**src/pfcs_pkg.sv**
```systemverilog
/*
  Package for the parallel flash command sequencer host: command addresses and data,
  bus cycle timing counts, operation codes and the carrier structs.
  Assumes a 25 MHz system clock.
*/
package pfcs_pkg;

  // ----------------------------------------------------------------
  // Geometry
  // ----------------------------------------------------------------
  localparam int ADDR_W = 16;
  localparam int DATA_W = 8;

  // ----------------------------------------------------------------
  // Command words
  // ----------------------------------------------------------------
  localparam logic [15:0] CMD_ADDR_A = 16'h5555;
  localparam logic [15:0] CMD_ADDR_B = 16'h2aaa;
  localparam logic [7:0] KEY_A = 8'haa;
  localparam logic [7:0] KEY_B = 8'h55;
  localparam logic [7:0] CMD_SETUP = 8'h80;
  localparam logic [7:0] CMD_ERASE = 8'h10;
  localparam logic [7:0] CMD_PROG = 8'ha0;
  localparam logic [7:0] CMD_LOCK = 8'h40;
  localparam logic [7:0] CMD_ID_ENTRY = 8'h90;
  localparam logic [7:0] CMD_ID_EXIT = 8'hf0;
  localparam logic [15:0] ID_LOCK_ADDR = 16'h0002;
  localparam logic [15:0] BOOT_TOP = 16'h1fff;
  localparam int LOCK_BIT = 0;
  localparam int TOGGLE_BIT = 6;
  localparam int POLL_BIT = 7;

  // ----------------------------------------------------------------
  // Timing
  // ----------------------------------------------------------------
  localparam int CLK_NS = 40;
  // Least strobe low time that clears the noise filter.
  localparam int FILTER_NS = 15;
  // Strobe low and read access hold, chosen above filter and access time.
  localparam int STROBE_NS = 80;
  localparam int READ_NS = 120;
  localparam int STROBE_CYC = (STROBE_NS + CLK_NS - 1) / CLK_NS;
  localparam int READ_CYC = (READ_NS + CLK_NS - 1) / CLK_NS;
  localparam int SETUP_CYC = 1;
  localparam int CNT_W = 8;

  // ----------------------------------------------------------------
  // Operations
  // ----------------------------------------------------------------
  typedef enum logic [2:0] {
    PFCS_OP_READ,
    PFCS_OP_PROGRAM,
    PFCS_OP_CHIP_ERASE,
    PFCS_OP_LOCK_BOOT,
    PFCS_OP_ID_ENTRY,
    PFCS_OP_ID_EXIT,
    PFCS_OP_ID_EXIT_SHORT
  } pfcs_op_t;

  typedef struct packed {
    pfcs_op_t op;
    logic [15:0] addr;
    logic [7:0] data;
  } pfcs_req_t;

  typedef struct packed {
    logic [7:0] data;
    logic lock_err;
    logic timeout;
  } pfcs_rsp_t;

  typedef struct packed {
    logic [15:0] addr;
    logic ce_n;
    logic oe_n;
    logic we_n;
    logic [7:0] dq_out;
    logic dq_oe;
  } pfcs_pins_t;

endpackage : pfcs_pkg

```
**src/pfcs_host.sv**
```systemverilog
/*
  Host-side controller for a 64K x 8 parallel flash: issues keyed command
  sequences, reads bytes, and waits for program or erase end by polling.
  Assumes the flash is on the pins of pins_o/dq_i and that the user holds
  req stable while req_valid is high until req_ready.
*/
`timescale 1ns/100ps
// Overview of operation
// - Chip erase six-cycle keyed sequence
// - Byte program four-cycle sequence
// - Boot lockout six-cycle keyed sequence
// - ID entry three-cycle sequence
// - ID exit three-cycle or single F0
module pfcs_host
  import pfcs_pkg::*;
#(
  parameter int POLL_LIMIT = 1000000
) (
  // Clock and reset
  input wire logic clk,
  input wire logic rst,
  // Request side
  input wire logic req_valid,
  output logic req_ready,
  input wire pfcs_req_t req,
  output logic rsp_valid,
  output pfcs_rsp_t rsp,
  // Flash pins
  output pfcs_pins_t pins_o,
  input wire logic [7:0] dq_i
);

  // Polling needs at least two reads to compare the toggle bit.
  if (POLL_LIMIT < 2) begin : g_poll_limit_check
    $error("POLL_LIMIT out of range");
  end

  typedef enum logic [2:0] {
    ST_IDLE,
    ST_SETUP,
    ST_STROBE,
    ST_RECOVER,
    ST_READ,
    ST_POLL,
    ST_DONE
  } pfcs_state_t;

  // ----------------------------------------------------------------
  // Sequence table
  // ----------------------------------------------------------------
  function automatic logic [2:0] seq_len(input pfcs_op_t op);
    case (op)
      PFCS_OP_PROGRAM: seq_len = 3'd4;
      PFCS_OP_CHIP_ERASE, PFCS_OP_LOCK_BOOT: seq_len = 3'd6;
      PFCS_OP_ID_ENTRY, PFCS_OP_ID_EXIT: seq_len = 3'd3;
      PFCS_OP_ID_EXIT_SHORT: seq_len = 3'd1;
      default: seq_len = 3'd0;
    endcase
  endfunction : seq_len

  function automatic logic [23:0] seq_word(input pfcs_req_t r, input logic [2:0] idx);
    logic [7:0] last;
    last = CMD_ID_EXIT;
    case (r.op)
      PFCS_OP_CHIP_ERASE: last = CMD_ERASE;
      PFCS_OP_LOCK_BOOT: last = CMD_LOCK;
      PFCS_OP_ID_ENTRY: last = CMD_ID_ENTRY;
      PFCS_OP_PROGRAM: last = CMD_PROG;
      default: last = CMD_ID_EXIT;
    endcase
    if (r.op == PFCS_OP_ID_EXIT_SHORT) begin
      seq_word = {r.addr, CMD_ID_EXIT};
    end else begin
      case (idx)
        3'd0: seq_word = {CMD_ADDR_A, KEY_A};
        3'd1: seq_word = {CMD_ADDR_B, KEY_B};
        3'd2: seq_word = (r.op == PFCS_OP_CHIP_ERASE || r.op == PFCS_OP_LOCK_BOOT) ?
                         {CMD_ADDR_A, CMD_SETUP} : {CMD_ADDR_A, last};
        3'd3: seq_word = (r.op == PFCS_OP_PROGRAM) ? {r.addr, r.data} : {CMD_ADDR_A, KEY_A};
        3'd4: seq_word = {CMD_ADDR_B, KEY_B};
        default: seq_word = {CMD_ADDR_A, last};
      endcase
    end
  endfunction : seq_word

  // ----------------------------------------------------------------
  // State
  // ----------------------------------------------------------------
  pfcs_state_t state_q, state_d;
  pfcs_req_t req_q, req_d;
  pfcs_pins_t pins_q, pins_d;
  pfcs_rsp_t rsp_q, rsp_d;
  logic rsp_valid_q, rsp_valid_d;
  logic [2:0] idx_q, idx_d;
  logic [CNT_W-1:0] cnt_q, cnt_d;
  logic [31:0] polls_q, polls_d;
  logic have_prev_q, have_prev_d;
  logic [7:0] prev_q, prev_d;
  logic [7:0] dq_meta_q, dq_sync_q;
  logic [23:0] word;

  assign word = seq_word(req_q, idx_q);
  assign req_ready = (state_q == ST_IDLE);
  assign rsp_valid = rsp_valid_q;
  assign rsp = rsp_q;
  assign pins_o = pins_q;

  always_comb begin
    state_d = state_q;
    req_d = req_q;
    pins_d = pins_q;
    rsp_d = rsp_q;
    rsp_valid_d = 1'b0;
    idx_d = idx_q;
    cnt_d = cnt_q;
    polls_d = polls_q;
    have_prev_d = have_prev_q;
    prev_d = prev_q;
    case (state_q)
      ST_IDLE: begin
        pins_d.ce_n = 1'b1;
        pins_d.oe_n = 1'b1;
        pins_d.we_n = 1'b1;
        pins_d.dq_oe = 1'b0;
        if (req_valid) begin
          req_d = req;
          idx_d = 3'd0;
          rsp_d = '0;
          cnt_d = CNT_W'(SETUP_CYC);
          // every keyed sequence restarts from the first key
          if (req.op == PFCS_OP_READ) begin
            pins_d.addr = req.addr;
            state_d = ST_READ;
            cnt_d = CNT_W'(READ_CYC);
          end else begin
            state_d = ST_SETUP;
          end
        end
      end
      ST_SETUP: begin
        pins_d.oe_n = 1'b1;
        pins_d.addr = word[23:8];
        pins_d.dq_out = word[7:0];
        pins_d.dq_oe = 1'b1;
        pins_d.ce_n = 1'b0;
        // The first setup cycle shows address and data with the strobe still high.
        if (cnt_q == '0) begin
          // address set before the strobe falls
          pins_d.we_n = 1'b0;
          cnt_d = CNT_W'(STROBE_CYC);
          state_d = ST_STROBE;
        end else begin
          cnt_d = cnt_q - CNT_W'(1);
        end
      end
      ST_STROBE: begin
        // strobe held well past filter width
        if (cnt_q <= CNT_W'(1)) begin
          pins_d.we_n = 1'b1;
          state_d = ST_RECOVER;
        end else begin
          cnt_d = cnt_q - CNT_W'(1);
        end
      end
      ST_RECOVER: begin
        // data held past the rising strobe
        pins_d.ce_n = 1'b1;
        pins_d.dq_oe = 1'b0;
        if (idx_q + 3'd1 >= seq_len(req_q.op)) begin
          if (req_q.op == PFCS_OP_PROGRAM || req_q.op == PFCS_OP_CHIP_ERASE) begin
            pins_d.addr = req_q.addr;
            have_prev_d = 1'b0;
            polls_d = '0;
            cnt_d = CNT_W'(READ_CYC);
            state_d = ST_POLL;
          end else begin
            state_d = ST_DONE;
          end
        end else begin
          idx_d = idx_q + 3'd1;
          cnt_d = CNT_W'(SETUP_CYC);
          state_d = ST_SETUP;
        end
      end
      ST_READ, ST_POLL: begin
        // read with select and enable low
        pins_d.ce_n = 1'b0;
        pins_d.oe_n = 1'b0;
        pins_d.we_n = 1'b1;
        pins_d.dq_oe = 1'b0;
        if (cnt_q != '0) begin
          cnt_d = cnt_q - CNT_W'(1);
        end else begin
          // Release the bus so each poll is a distinct read.
          pins_d.ce_n = 1'b1;
          pins_d.oe_n = 1'b1;
          rsp_d.data = dq_sync_q;
          if (state_q == ST_READ) begin
            state_d = ST_DONE;
          end else begin
            polls_d = polls_q + 32'd1;
            have_prev_d = 1'b1;
            prev_d = dq_sync_q;
            cnt_d = CNT_W'(READ_CYC);
            // stable toggle bit means operation done
            if (have_prev_q && prev_q[TOGGLE_BIT] == dq_sync_q[TOGGLE_BIT]) begin
              rsp_d.lock_err = (req_q.op == PFCS_OP_PROGRAM) &&
                               ((dq_sync_q & req_q.data) != req_q.data ||
                                dq_sync_q[POLL_BIT] != req_q.data[POLL_BIT]);
              state_d = ST_DONE;
            end else if (polls_q >= 32'(POLL_LIMIT)) begin
              rsp_d.timeout = 1'b1;
              state_d = ST_DONE;
            end
          end
        end
      end
      ST_DONE: begin
        pins_d.ce_n = 1'b1;
        pins_d.oe_n = 1'b1;
        rsp_valid_d = 1'b1;
        state_d = ST_IDLE;
      end
      default: state_d = ST_IDLE;
    endcase
  end

  always_ff @(posedge clk) begin
    // Pin data crosses in from outside the clock domain.
    dq_meta_q <= dq_i;
    dq_sync_q <= dq_meta_q;
    if (rst) begin
      state_q <= ST_IDLE;
      req_q <= '0;
      pins_q <= '{addr: 16'h0000, ce_n: 1'b1, oe_n: 1'b1, we_n: 1'b1, dq_out: 8'h00, dq_oe: 1'b0};
      rsp_q <= '0;
      rsp_valid_q <= 1'b0;
      idx_q <= 3'd0;
      cnt_q <= '0;
      polls_q <= '0;
      have_prev_q <= 1'b0;
      prev_q <= 8'h00;
    end else begin
      state_q <= state_d;
      req_q <= req_d;
      pins_q <= pins_d;
      rsp_q <= rsp_d;
      rsp_valid_q <= rsp_valid_d;
      idx_q <= idx_d;
      cnt_q <= cnt_d;
      polls_q <= polls_d;
      have_prev_q <= have_prev_d;
      prev_q <= prev_d;
    end
  end

endmodule : pfcs_host

```
**config.mk**
```make
export PLATFORM = sky130hd
export DESIGN_NAME = pfcs_host
export DESIGN_NICKNAME = d
export VERILOG_FILES = /design/src/pfcs_pkg.sv /design/src/pfcs_host.sv
export SDC_FILE = /design/constraint.sdc
export NUM_CORES = 1
export LEC_CHECK = 0
export ABC_AREA = 1
export BUFFER_PORTS_ARGS = -buffer_cell sky130_fd_sc_hd__buf_2
export CAP_MARGIN = 15
export CORE_ASPECT_RATIO = 2
export CORE_UTILIZATION = 46
export CTS_CLUSTER_DIAMETER = 100
export DETAILED_ROUTE_END_ITERATION = 10
export GPL_ROUTABILITY_DRIVEN = 0
export PLACE_DENSITY = 0.7
export SLEW_MARGIN = 20
export SYNTH_ARGS = -nofsm -noshare
export SYNTH_HDL_FRONTEND = slang
export SYNTH_SLANG_ARGS = --single-unit
```
**constraint.sdc**
```tcl
create_clock -name clk -period 3.19 [get_ports clk]
set_clock_uncertainty 0.05 [all_clocks]
set_input_delay 0.319 -clock clk [delete_from_list [all_inputs] [get_ports clk]]
set_output_delay 0.319 -clock clk [all_outputs]
set_load 0.01 [all_outputs]
```
==> out/results.ini, run 1 <==
[cts]
cts_max_path_buffers = 2
cts_tree = yes
cts_root_buf = clkbuf_16
cts_setup_buffers = 0
cts_sinks = 130
clock_latency_ps = 430
numCtsBuffers = 17
cts_resized = 0
htreeDepth = 4
clk_pin_slew_ps = 60

[finish]
stdcell_count = 1303
fillCellCount = 1446
layout_common_cells = nand2_1, dfxtp_1, nor2_1, inv_1, a21oi_1
area_growth_pct = 16.9
drive_above_1_share_pct = 13.9
stdcell_area_um2 = 7970
n_antenna_cell = 0
final_nets = 1149
mostFrequentLayoutCell = nand2_1

[synth]
ys_seq_area_share_pct = 38.2
synth-seq-cells = 130
syn-num-nets = 1073
syn_area_um2 = 6820
yosys_warnings = 0
yosysUniqueCellTypes = 44
async_flop_share_pct = 0
synth-main-ff-cell = dfxtp_1
synth_edf_count = 0
syn_inst = 1022
synth_area_per_cell_um2 = 6.67

[grt]
grt_overflow = 0
grt_max_degree = 65
grt_first_pass_wirelength_mm = 31.2
grtUsageTotal_pct = 26.3
antenna_found_initial = 0
first_global_vias = 6631

[power_and_ir_drop]
switching_share_pct = 42.6
seq_power_share_pct = 31.9
vdd_drop_max_mv = 0.541
pwr-share-comb_pct = 41.1
power.density_cell_area_nw_per_um2 = 873
switchingPower_mw = 2.96
clkPwrFrac_pct = 27.0
p_leak_nw = 3.43
p_int_mw = 3.99

[sta]
fin_crit_sh_pct = 80.2
fmax_mhz = 391
worst_pin_slew_ps = 645
setup_tns_ps = 0
final_max_slew_viol_count = 0
finalCriticalPeriod_ps = 2560
relSlewSlack_pct = 57.0
setup_viol = 0
hold_viol = 0
rsz0062_at_grt = no
setup_slack_ps = 631

[route]
vias_per_cell = 5.31
ant_nets = 0
drtIter0Drc = 342
wl_per_cell_um = 14.7
drc = 0
dr.pass1.iters = 5
routed_wl_mm = 19.1
dr_total_vias = 6914

[critical_path]
cp_cell_sequence = ha_1, ha_1, inv_1, ha_1, a21oi_1, nand3_1, nand3_1, nand3_1, o21ai_0, nor2_1
cp-start-kind = flop
worst-setup-path-type = reg2reg
critPathRequiredTime_ps = 3450
cp_top_family = adder cells
slowest_delay_ps = 360
crit_arrival_ps = 2820
end_kind = flop
path_max_fanout = 7
crit_buf_inv = 1
crit_slowest_cell = dfxtp_1

[placed_design]
dp_hpwl_mm = 13.6
preCtsSetupSlack_ps = 681
dp.cells = 1263
place_area_um2 = 7320
port_buffers = 77

[floorplanning]
die_area_um2 = 15300
fp-row-count = 62
coreArea_um2 = 14400
die_h_um = 174
initial_core_util_pct = 47.2
design.portCount = 78
chipWidth_um = 88.1

[min_path]
hp-class = in2reg

[job]
drv_cap = 0

[status]
outcome = completed

[metal layers]
| metal | vias up | GRT usage, % | wire, µm |
|---|---|---|---|
| li1 | 3488 | - | - |
| met1 | 3154 | 25.9 | 6920 |
| met2 | 205 | 49.4 | 10500 |
| met3 | 67 | 4.27 | 732 |
| met4 | 0 | 15.4 | 987 |
| met5 | - | 0 | 0 |
[worst register-to-register path, cell delays in order, from the launching register on]
cell and delay, ps:
dfxtp_1 360, ha_1 220, ha_1 270, inv_1 50, ha_1 320, a21oi_1 160, nand3_1 180, nand3_1 270
nand3_1 290, o21ai_0 250, nor2_1 60
[synthesized netlist by cell type (all sizes together), types with 2 or more instances]
master | number | share of area [%]
ha | 13 | 2.4
clkbuf | 18 | 1.0
o21ai | 88 | 6.5
clkinv | 3 | 0.24
nand3 | 65 | 5.1
nor2 | 136 | 8.5
xnor2 | 2 | 0.26
nor3 | 27 | 2.0
buf | 17 | 1.7
o211ai | 15 | 1.7
a211oi | 2 | 0.22
nand4 | 17 | 1.8
dfxtp | 130 | 38
a22oi | 4 | 0.44
inv | 125 | 7.0
nand2 | 246 | 14
a31oi | 4 | 0.37
o22ai | 7 | 0.64
xor2 | 4 | 0.51
a21oi | 92 | 6.8
[stage by stage]
stage | total power [mW] | util [%] | hold WS (ps)
floorplan | 4.33 | - | 260
global placement | 5.04 | 50.7 | 261
detailed placement | 5.07 | 50.7 | 262
CTS | 6.98 | 55.2 | 118
global route | 7.45 | 55.2 | 126
finish | 6.95 | 55.2 | 121
[sequential cells by signal (all words and copies together) (netlist names), 3 cells and up]
name and flops:
polls_q 32, pins_o 28, req_q 27, rsp 10
cnt_q 8, dq_meta_q 8, dq_sync_q 8, idx_q 3
state_q 3
[path summary, 6_finish.rpt]
path	from	endpoint	slack (ps)	depth (start not counted)
max	idx_q[0]	cnt_q[7]	630	10
min	req[6]	req_q[6]	120	3
max reg2reg	idx_q[0]	cnt_q[7]	630	10
min reg2reg	dq_meta_q[6]	dq_sync_q[6]	280	0
[power by group through the flow]
stage,registers (mW),clock network [mW],logic (mW)
detailed placement,2.24,0,2.83
finish,2.22,1.88,2.86
global placement,2.24,0,2.80
CTS,2.21,1.91,2.86
floorplan,2.26,0,2.07
global route,2.26,1.98,3.21
[layout make-up]
class	instances	area [µm²]	share of cell area (%)
flip-flops and latches	130	2600	32.7
clock inverters	13	114	1.43
multi-input cells	729	3530	44.4
clock buffers	19	453	5.68
repair buffers	92	531	6.66
well taps	192	240	3.02
inverters	128	493	6.19
[what timing repair did]
item,in CTS,in global routing
setup endpoints to repair,0,0
hold endpoints to repair,8,0
hold buffers,8,0
[cells by family after synthesis]
family	Yosys count	synth area share, %
xor+xnor	6	0.771
simple gates	495	31.7
fa+ha+maj	13	2.39
buf+inv	163	9.97
flops	130	38.2
compound gates	215	17.0
No activity file was read; power rests on OpenSTA's default activity.
==> run 2: changes to the inputs <==
- clock period: 3.19 -> 2.6 ns (I/O delays scaled with it)
==> run 2 against run 1 <==
  * Critical path depth up 2
  * Maximum frequency up 9.1%
  * Final area up 3.1%
  * Largest power group unchanged
==> out/results.ini, run 2 (synthesis gave the netlist of run 1 again) <==
[status]
outcome = completed

[placed_design]
dp_hpwl_mm = 14.5  ; +6.0%
port_buffers = 77  ; unchanged
place_area_um2 = 7420  ; +1.3%

[cts]
htreeDepth = 4  ; unchanged
clock_latency_ps = 430  ; about the same
cts_root_buf = clkbuf_16
cts_tree = yes
numCtsBuffers = 17  ; unchanged
cts_max_path_buffers = 2  ; unchanged
cts_setup_buffers = 0  ; unchanged
clk_pin_slew_ps = 60  ; about the same
cts_sinks = 130  ; unchanged

[floorplanning]
design.portCount = 78  ; unchanged
die_h_um = 174  ; unchanged
coreArea_um2 = 14400  ; unchanged
fp-row-count = 62  ; unchanged
die_area_um2 = 15300  ; unchanged
chipWidth_um = 88.1  ; unchanged
initial_core_util_pct = 47.2  ; unchanged

[critical_path]
worst-setup-path-type = reg2reg
cp_common_cell = ha_1
cp_top_family = adder cells
crit_arrival_ps = 2640  ; -180 ps
critPathRequiredTime_ps = 2900  ; -550 ps
end_kind = flop
path_max_fanout = 15  ; +8
cp_cell_sequence = ha_1, ha_1, inv_1, ha_1, a21oi_1, nand3_1, nand2_1, nand2_2, nand3_4, buf_4, nand2_1, a21oi_1
crit_slowest_cell = dfxtp_1
crit_buf_inv = 2  ; +1
slowest_delay_ps = 350  ; about the same
cp-start-kind = flop

[route]
drc = 0  ; unchanged
ant_nets = 0  ; unchanged
dr.pass1.iters = 5  ; unchanged
routed_wl_mm = 19.9  ; +4.2%
drtIter0Drc = 329  ; -3.8%
vias_per_cell = 5.33  ; +0.43%
dr_total_vias = 7013  ; +1.4%
wl_per_cell_um = 15.1  ; +3.2%

[sta]
rsz0062_at_grt = no
relSlewSlack_pct = 57.3  ; +0.33 points
fmax_mhz = 426  ; +9.1%
fin_crit_sh_pct = 90.2  ; +10 points
setup_viol = 0  ; unchanged
final_max_slew_viol_count = 0  ; unchanged
worst_pin_slew_ps = 637  ; -7.91 ps
finalCriticalPeriod_ps = 2350  ; -213 ps
setup_tns_ps = 0  ; unchanged
hold_viol = 0  ; unchanged

[finish]
final_nets = 1162  ; +1.1%
area_growth_pct = 20.5
fin_util_pct = 56.9  ; +1.7 points
stdcell_area_um2 = 8210  ; +3.1%
n_antenna_cell = 0  ; unchanged
largest_reg_flops = 32  ; unchanged
fillCellCount = 1440  ; -0.41%
layout_common_cells = nand2_1, dfxtp_1, nor2_1, inv_1, a21oi_1
mostFrequentLayoutCell = nand2_1
drive_above_1_share_pct = 14.9  ; +1.1 points
largest_register = polls_q

[grt]
grt_first_pass_wirelength_mm = 32.2  ; +3.1%
grt_overflow = 0  ; unchanged
grt_max_degree = 65  ; unchanged
first_global_vias = 6850  ; +3.3%
grtUsageTotal_pct = 27.3  ; +1.0 points
antenna_found_initial = 0  ; unchanged

[min_path]
hp-class = in2reg

[power_and_ir_drop]
p_leak_nw = 3.56  ; +3.6%
power_mw = 9.23  ; +33%
power.density_cell_area_nw_per_um2 = 1120  ; +29%
vdd_drop_max_mv = 0.777  ; +44%

[job]
drv_cap = 0  ; unchanged

[run 2: cell count changes in the layout (fill, tap and decap cells not counted), sizes merged]
cell	delta
buf	+13
bufinv	+6
clkbuf	+2
clkinv	-1
inv	-7
[run 2: layout make-up]
cell class	instances	area, µm²	share of cell area (%)
clock buffers	21	470	5.73
multi-input cells	729	3560	43.3
inverters	128	493	6.00
flip-flops and latches	130	2600	31.7
repair buffers	105	628	7.65
clock inverters	11	223	2.71
well taps	192	240	2.92
[run 2: tightest hold or removal path, delay by kind of cell]
kind	cells	cell delay [ps]
AOI/OAI and AO/OA	1	60
buffers and inverters	1	100
and+or+nand+nor	1	70
[run 2: final timing paths]
check / startpoint / to / slack, ps / cells past startpoint
max: idx_q[0] / polls_q[24] / 250 / 12
max reg2reg: idx_q[0] / polls_q[24] / 250 / 12
min: req[7] / req_q[7] / 60 / 3
min reg2reg: dq_meta_q[4] / dq_sync_q[4] / 280 / 0
[run 2: report_power, final]
group	total (mW)	internal (mW)	switching (mW)
registers	2.71	2.42	0.288
logic	3.69	1.28	2.42
clock network	2.82	1.89	0.938
total	9.23	5.59	3.64
[run 2: metrics by stage]
stage / hold slack, ps / worst slack, ps / cells
final: 59.0 / 254 / 1316
after global routing: 81.4 / 61.1 / 1316
after CTS: 45.7 / 110 / 1316
after detailed placement: 262 / 112 / 1276
after global placement: 261 / 146 / 1276
after floorplan: 238 / 360 / 1022
[run 2: layer usage]
| layer | global-route usage (%) | wire length [µm] |
|---|---|---|
| met5 | 0 | 0 |
| met4 | 18.5 | 1240 |
| met3 | 5.94 | 738 |
| met2 | 50.3 | 10800 |
| met1 | 25.9 | 7100 |
[run 2: repair_timing]
action                                 CTS  global route
setup endpoints to repair                0            25
hold buffers                             8             0
endpoints found under the hold margin    8             0
resized for setup                        0             4
==> run 3: changes to the inputs <==
==> constraint.sdc (replaced) <==
create_clock -name clk -period 2.3 [get_ports clk]
set_clock_uncertainty 0.05 [all_clocks]
set_input_delay 0.23 -clock clk [delete_from_list [all_inputs] [get_ports clk]]
set_output_delay 0.23 -clock clk [all_outputs]
set_load 0.02 [all_outputs]
==> run 3 against run 2 <==
  * Critical path depth is 1 higher
  * Power is 13% higher
  * Clock power shrank 2%
  * Worst hold slack worse by 19 ps
==> out/results.ini, run 3 (synthesis gave the netlist of run 1 again) <==
[route]
drtIter0Drc = 327  ; -0.61%
dr.pass1.iters = 7  ; +2
drc = 0  ; unchanged
routed_wl_mm = 20.1  ; +0.71%
wl_per_cell_um = 15.0  ; -0.57%
ant_nets = 0  ; unchanged
vias_per_cell = 5.30  ; -0.46%
dr_total_vias = 7071  ; +0.83%

[sta]
rsz0062_at_grt = yes
relSlewSlack_pct = 66.6  ; +9.2 points
holdWs_ps = 39.6  ; -19.4 ps
setup_viol = 0  ; unchanged
finalCriticalPeriod_ps = 2240  ; -110 ps
fmax_mhz = 447  ; +4.9%
final_max_slew_viol_count = 0  ; unchanged
fin_crit_sh_pct = 97.2  ; +7.0 points
hold_viol = 0  ; unchanged
worst_pin_slew_ps = 498  ; -139 ps

[floorplanning]
die_h_um = 174  ; unchanged
design.portCount = 78  ; unchanged
chipWidth_um = 88.1  ; unchanged
fp-row-count = 62  ; unchanged
coreArea_um2 = 14400  ; unchanged
die_area_um2 = 15300  ; unchanged
initial_core_util_pct = 47.2  ; unchanged

[power_and_ir_drop]
seq_power_share_pct = 29.2  ; -0.2 points
vdd_drop_max_mv = 0.812  ; +4.5%
power_mw = 10.5  ; +13%
power.density_cell_area_nw_per_um2 = 1260  ; +12%
switchingPower_mw = 4.40  ; +21%
p_int_mw = 6.08  ; +8.7%
switching_share_pct = 42.0  ; +2.5 points
clkPwrFrac_pct = 26.5  ; -4.1 points
pwr-share-comb_pct = 44.3  ; +4.3 points
p_leak_nw = 3.60  ; +1.4%

[finish]
stdcell_area_um2 = 8340  ; +1.6%
final_nets = 1179  ; +1.5%
mostFrequentLayoutCell = nand2_1
largest_reg_flops = 32  ; unchanged
n_antenna_cell = 0  ; unchanged
largest_register = polls_q
area_growth_pct = 22.4
layout_common_cells = nand2_1, dfxtp_1, nor2_1, inv_1, a21oi_1
drive_above_1_share_pct = 17.4  ; +2.4 points

[critical_path]
rr_worst_depth = 13  ; +1
cp-start-kind = flop
path_max_fanout = 24  ; +9
crit-reg2reg-launch = idx_q[0]
critPathRequiredTime_ps = 2560  ; -340 ps
reg2reg_slack_ps = 60  ; -190 ps
timing.rr.end = pins_o[18]
end_kind = flop
crit_arrival_ps = 2500  ; -140 ps
worst-setup-path-type = reg2reg

[min_path]
min_path_cells = 3  ; unchanged
hp-start = req[22]
hp-class = in2reg
hold_end = req_q[22]

[placed_design]
place_area_um2 = 7560  ; +2.0%
dp_hpwl_mm = 14.6  ; +0.57%
port_buffers = 77  ; unchanged

[grt]
first_global_vias = 6874  ; +0.35%
antenna_found_initial = 0  ; unchanged
grt_overflow = 0  ; unchanged
grt_first_pass_wirelength_mm = 32.3  ; +0.47%
grtUsageTotal_pct = 27.4  ; +0.072 points
grt_max_degree = 65  ; unchanged

[cts]
cts_max_path_buffers = 2  ; unchanged
cts_sinks = 130  ; unchanged
cts_tree = yes
clock_latency_ps = 420  ; about the same
htreeDepth = 4  ; unchanged
cts_root_buf = clkbuf_16
clk_pin_slew_ps = 60  ; about the same
numCtsBuffers = 17  ; unchanged

[job]
drv_cap = 0  ; unchanged

[status]
outcome = completed

## run 3: cell types whose count changed in the layout (fill, tap and decap cells not counted), moves of 4 or more
cell	change
buf_4	+14
o21ai_0	-7
o21ai_1	+6
clkinvlp_4	+4
## run 3: final cells by class
class | instances | area, µm²
clock buffers | 19 | 443
clock inverters | 13 | 160
fillers | 1456 | 6090
inverters | 128 | 498
multi-input cells | 729 | 3610
flip-flops and latches | 130 | 2600
well taps | 192 | 240
repair buffers | 122 | 785
## run 3: power groups by stage
stage               combinational, mW  clock [mW]  sequential (mW)
CTS                              4.48        2.81             3.04
floorplan                        2.88           0             3.32
global route                     5.11        2.90             3.11
global placement                 4.37           0             3.08
finish                           4.64        2.77             3.05
detailed placement               4.40           0             3.08
## run 3: through the flow
step	worst slack (ps)	instances	util [%]	setup TNS (ps)
after detailed placement	-133	1292	52.4	-1680
final	63.6	1333	57.8	0
after CTS	16.9	1332	57.3	0
after global placement	-79.6	1292	52.4	-442
after floorplan	60.0	1022	-	0
after global routing	-41.8	1333	57.8	-527
## run 3: timing repair
action,4_1_cts,5_1_grt
gates resized for setup,6,22
pin swaps,1,2
endpoints found under the hold margin,8,0
endpoints found under the setup margin,27,53
hold buffers,8,0
buffers inserted,0,1
## run 3: routing by layer
layer | vias up | routed length [µm] | global-route usage (%)
li1 | 3541 | - | -
met1 | 3243 | 7040 | 25.9
met2 | 217 | 11100 | 51.9
met3 | 70 | 803 | 5.56
met4 | 0 | 1090 | 16.1
met5 | - | 0 | 0
## run 3: how the worst max path moves through the flow
stage	startpoint	endpoint	slack, ps	cells past startpoint
after floorplan	idx_q[0]	pins_o[15]	60	13
after global placement	idx_q[0]	cnt_q[5]	-80	11
after detailed placement	idx_q[0]	cnt_q[7]	-130	12
after CTS	idx_q[0]	cnt_q[0]	20	12
after global routing	req_q[26]	cnt_q[3]	-40	13
final	idx_q[0]	pins_o[18]	60	13
## run 3: critical path, stage by stage, from the launching register on
cell,delay (ps)
dfxtp_2,330
ha_1,190
ha_1,290
inv_2,50
ha_4,240
a21oi_1,180
nand3_2,100
nand2_1,80
nand2_2,70
buf_4,150
nand2_4,90
inv_8,70
o21ai_0,160
nor2_1,70
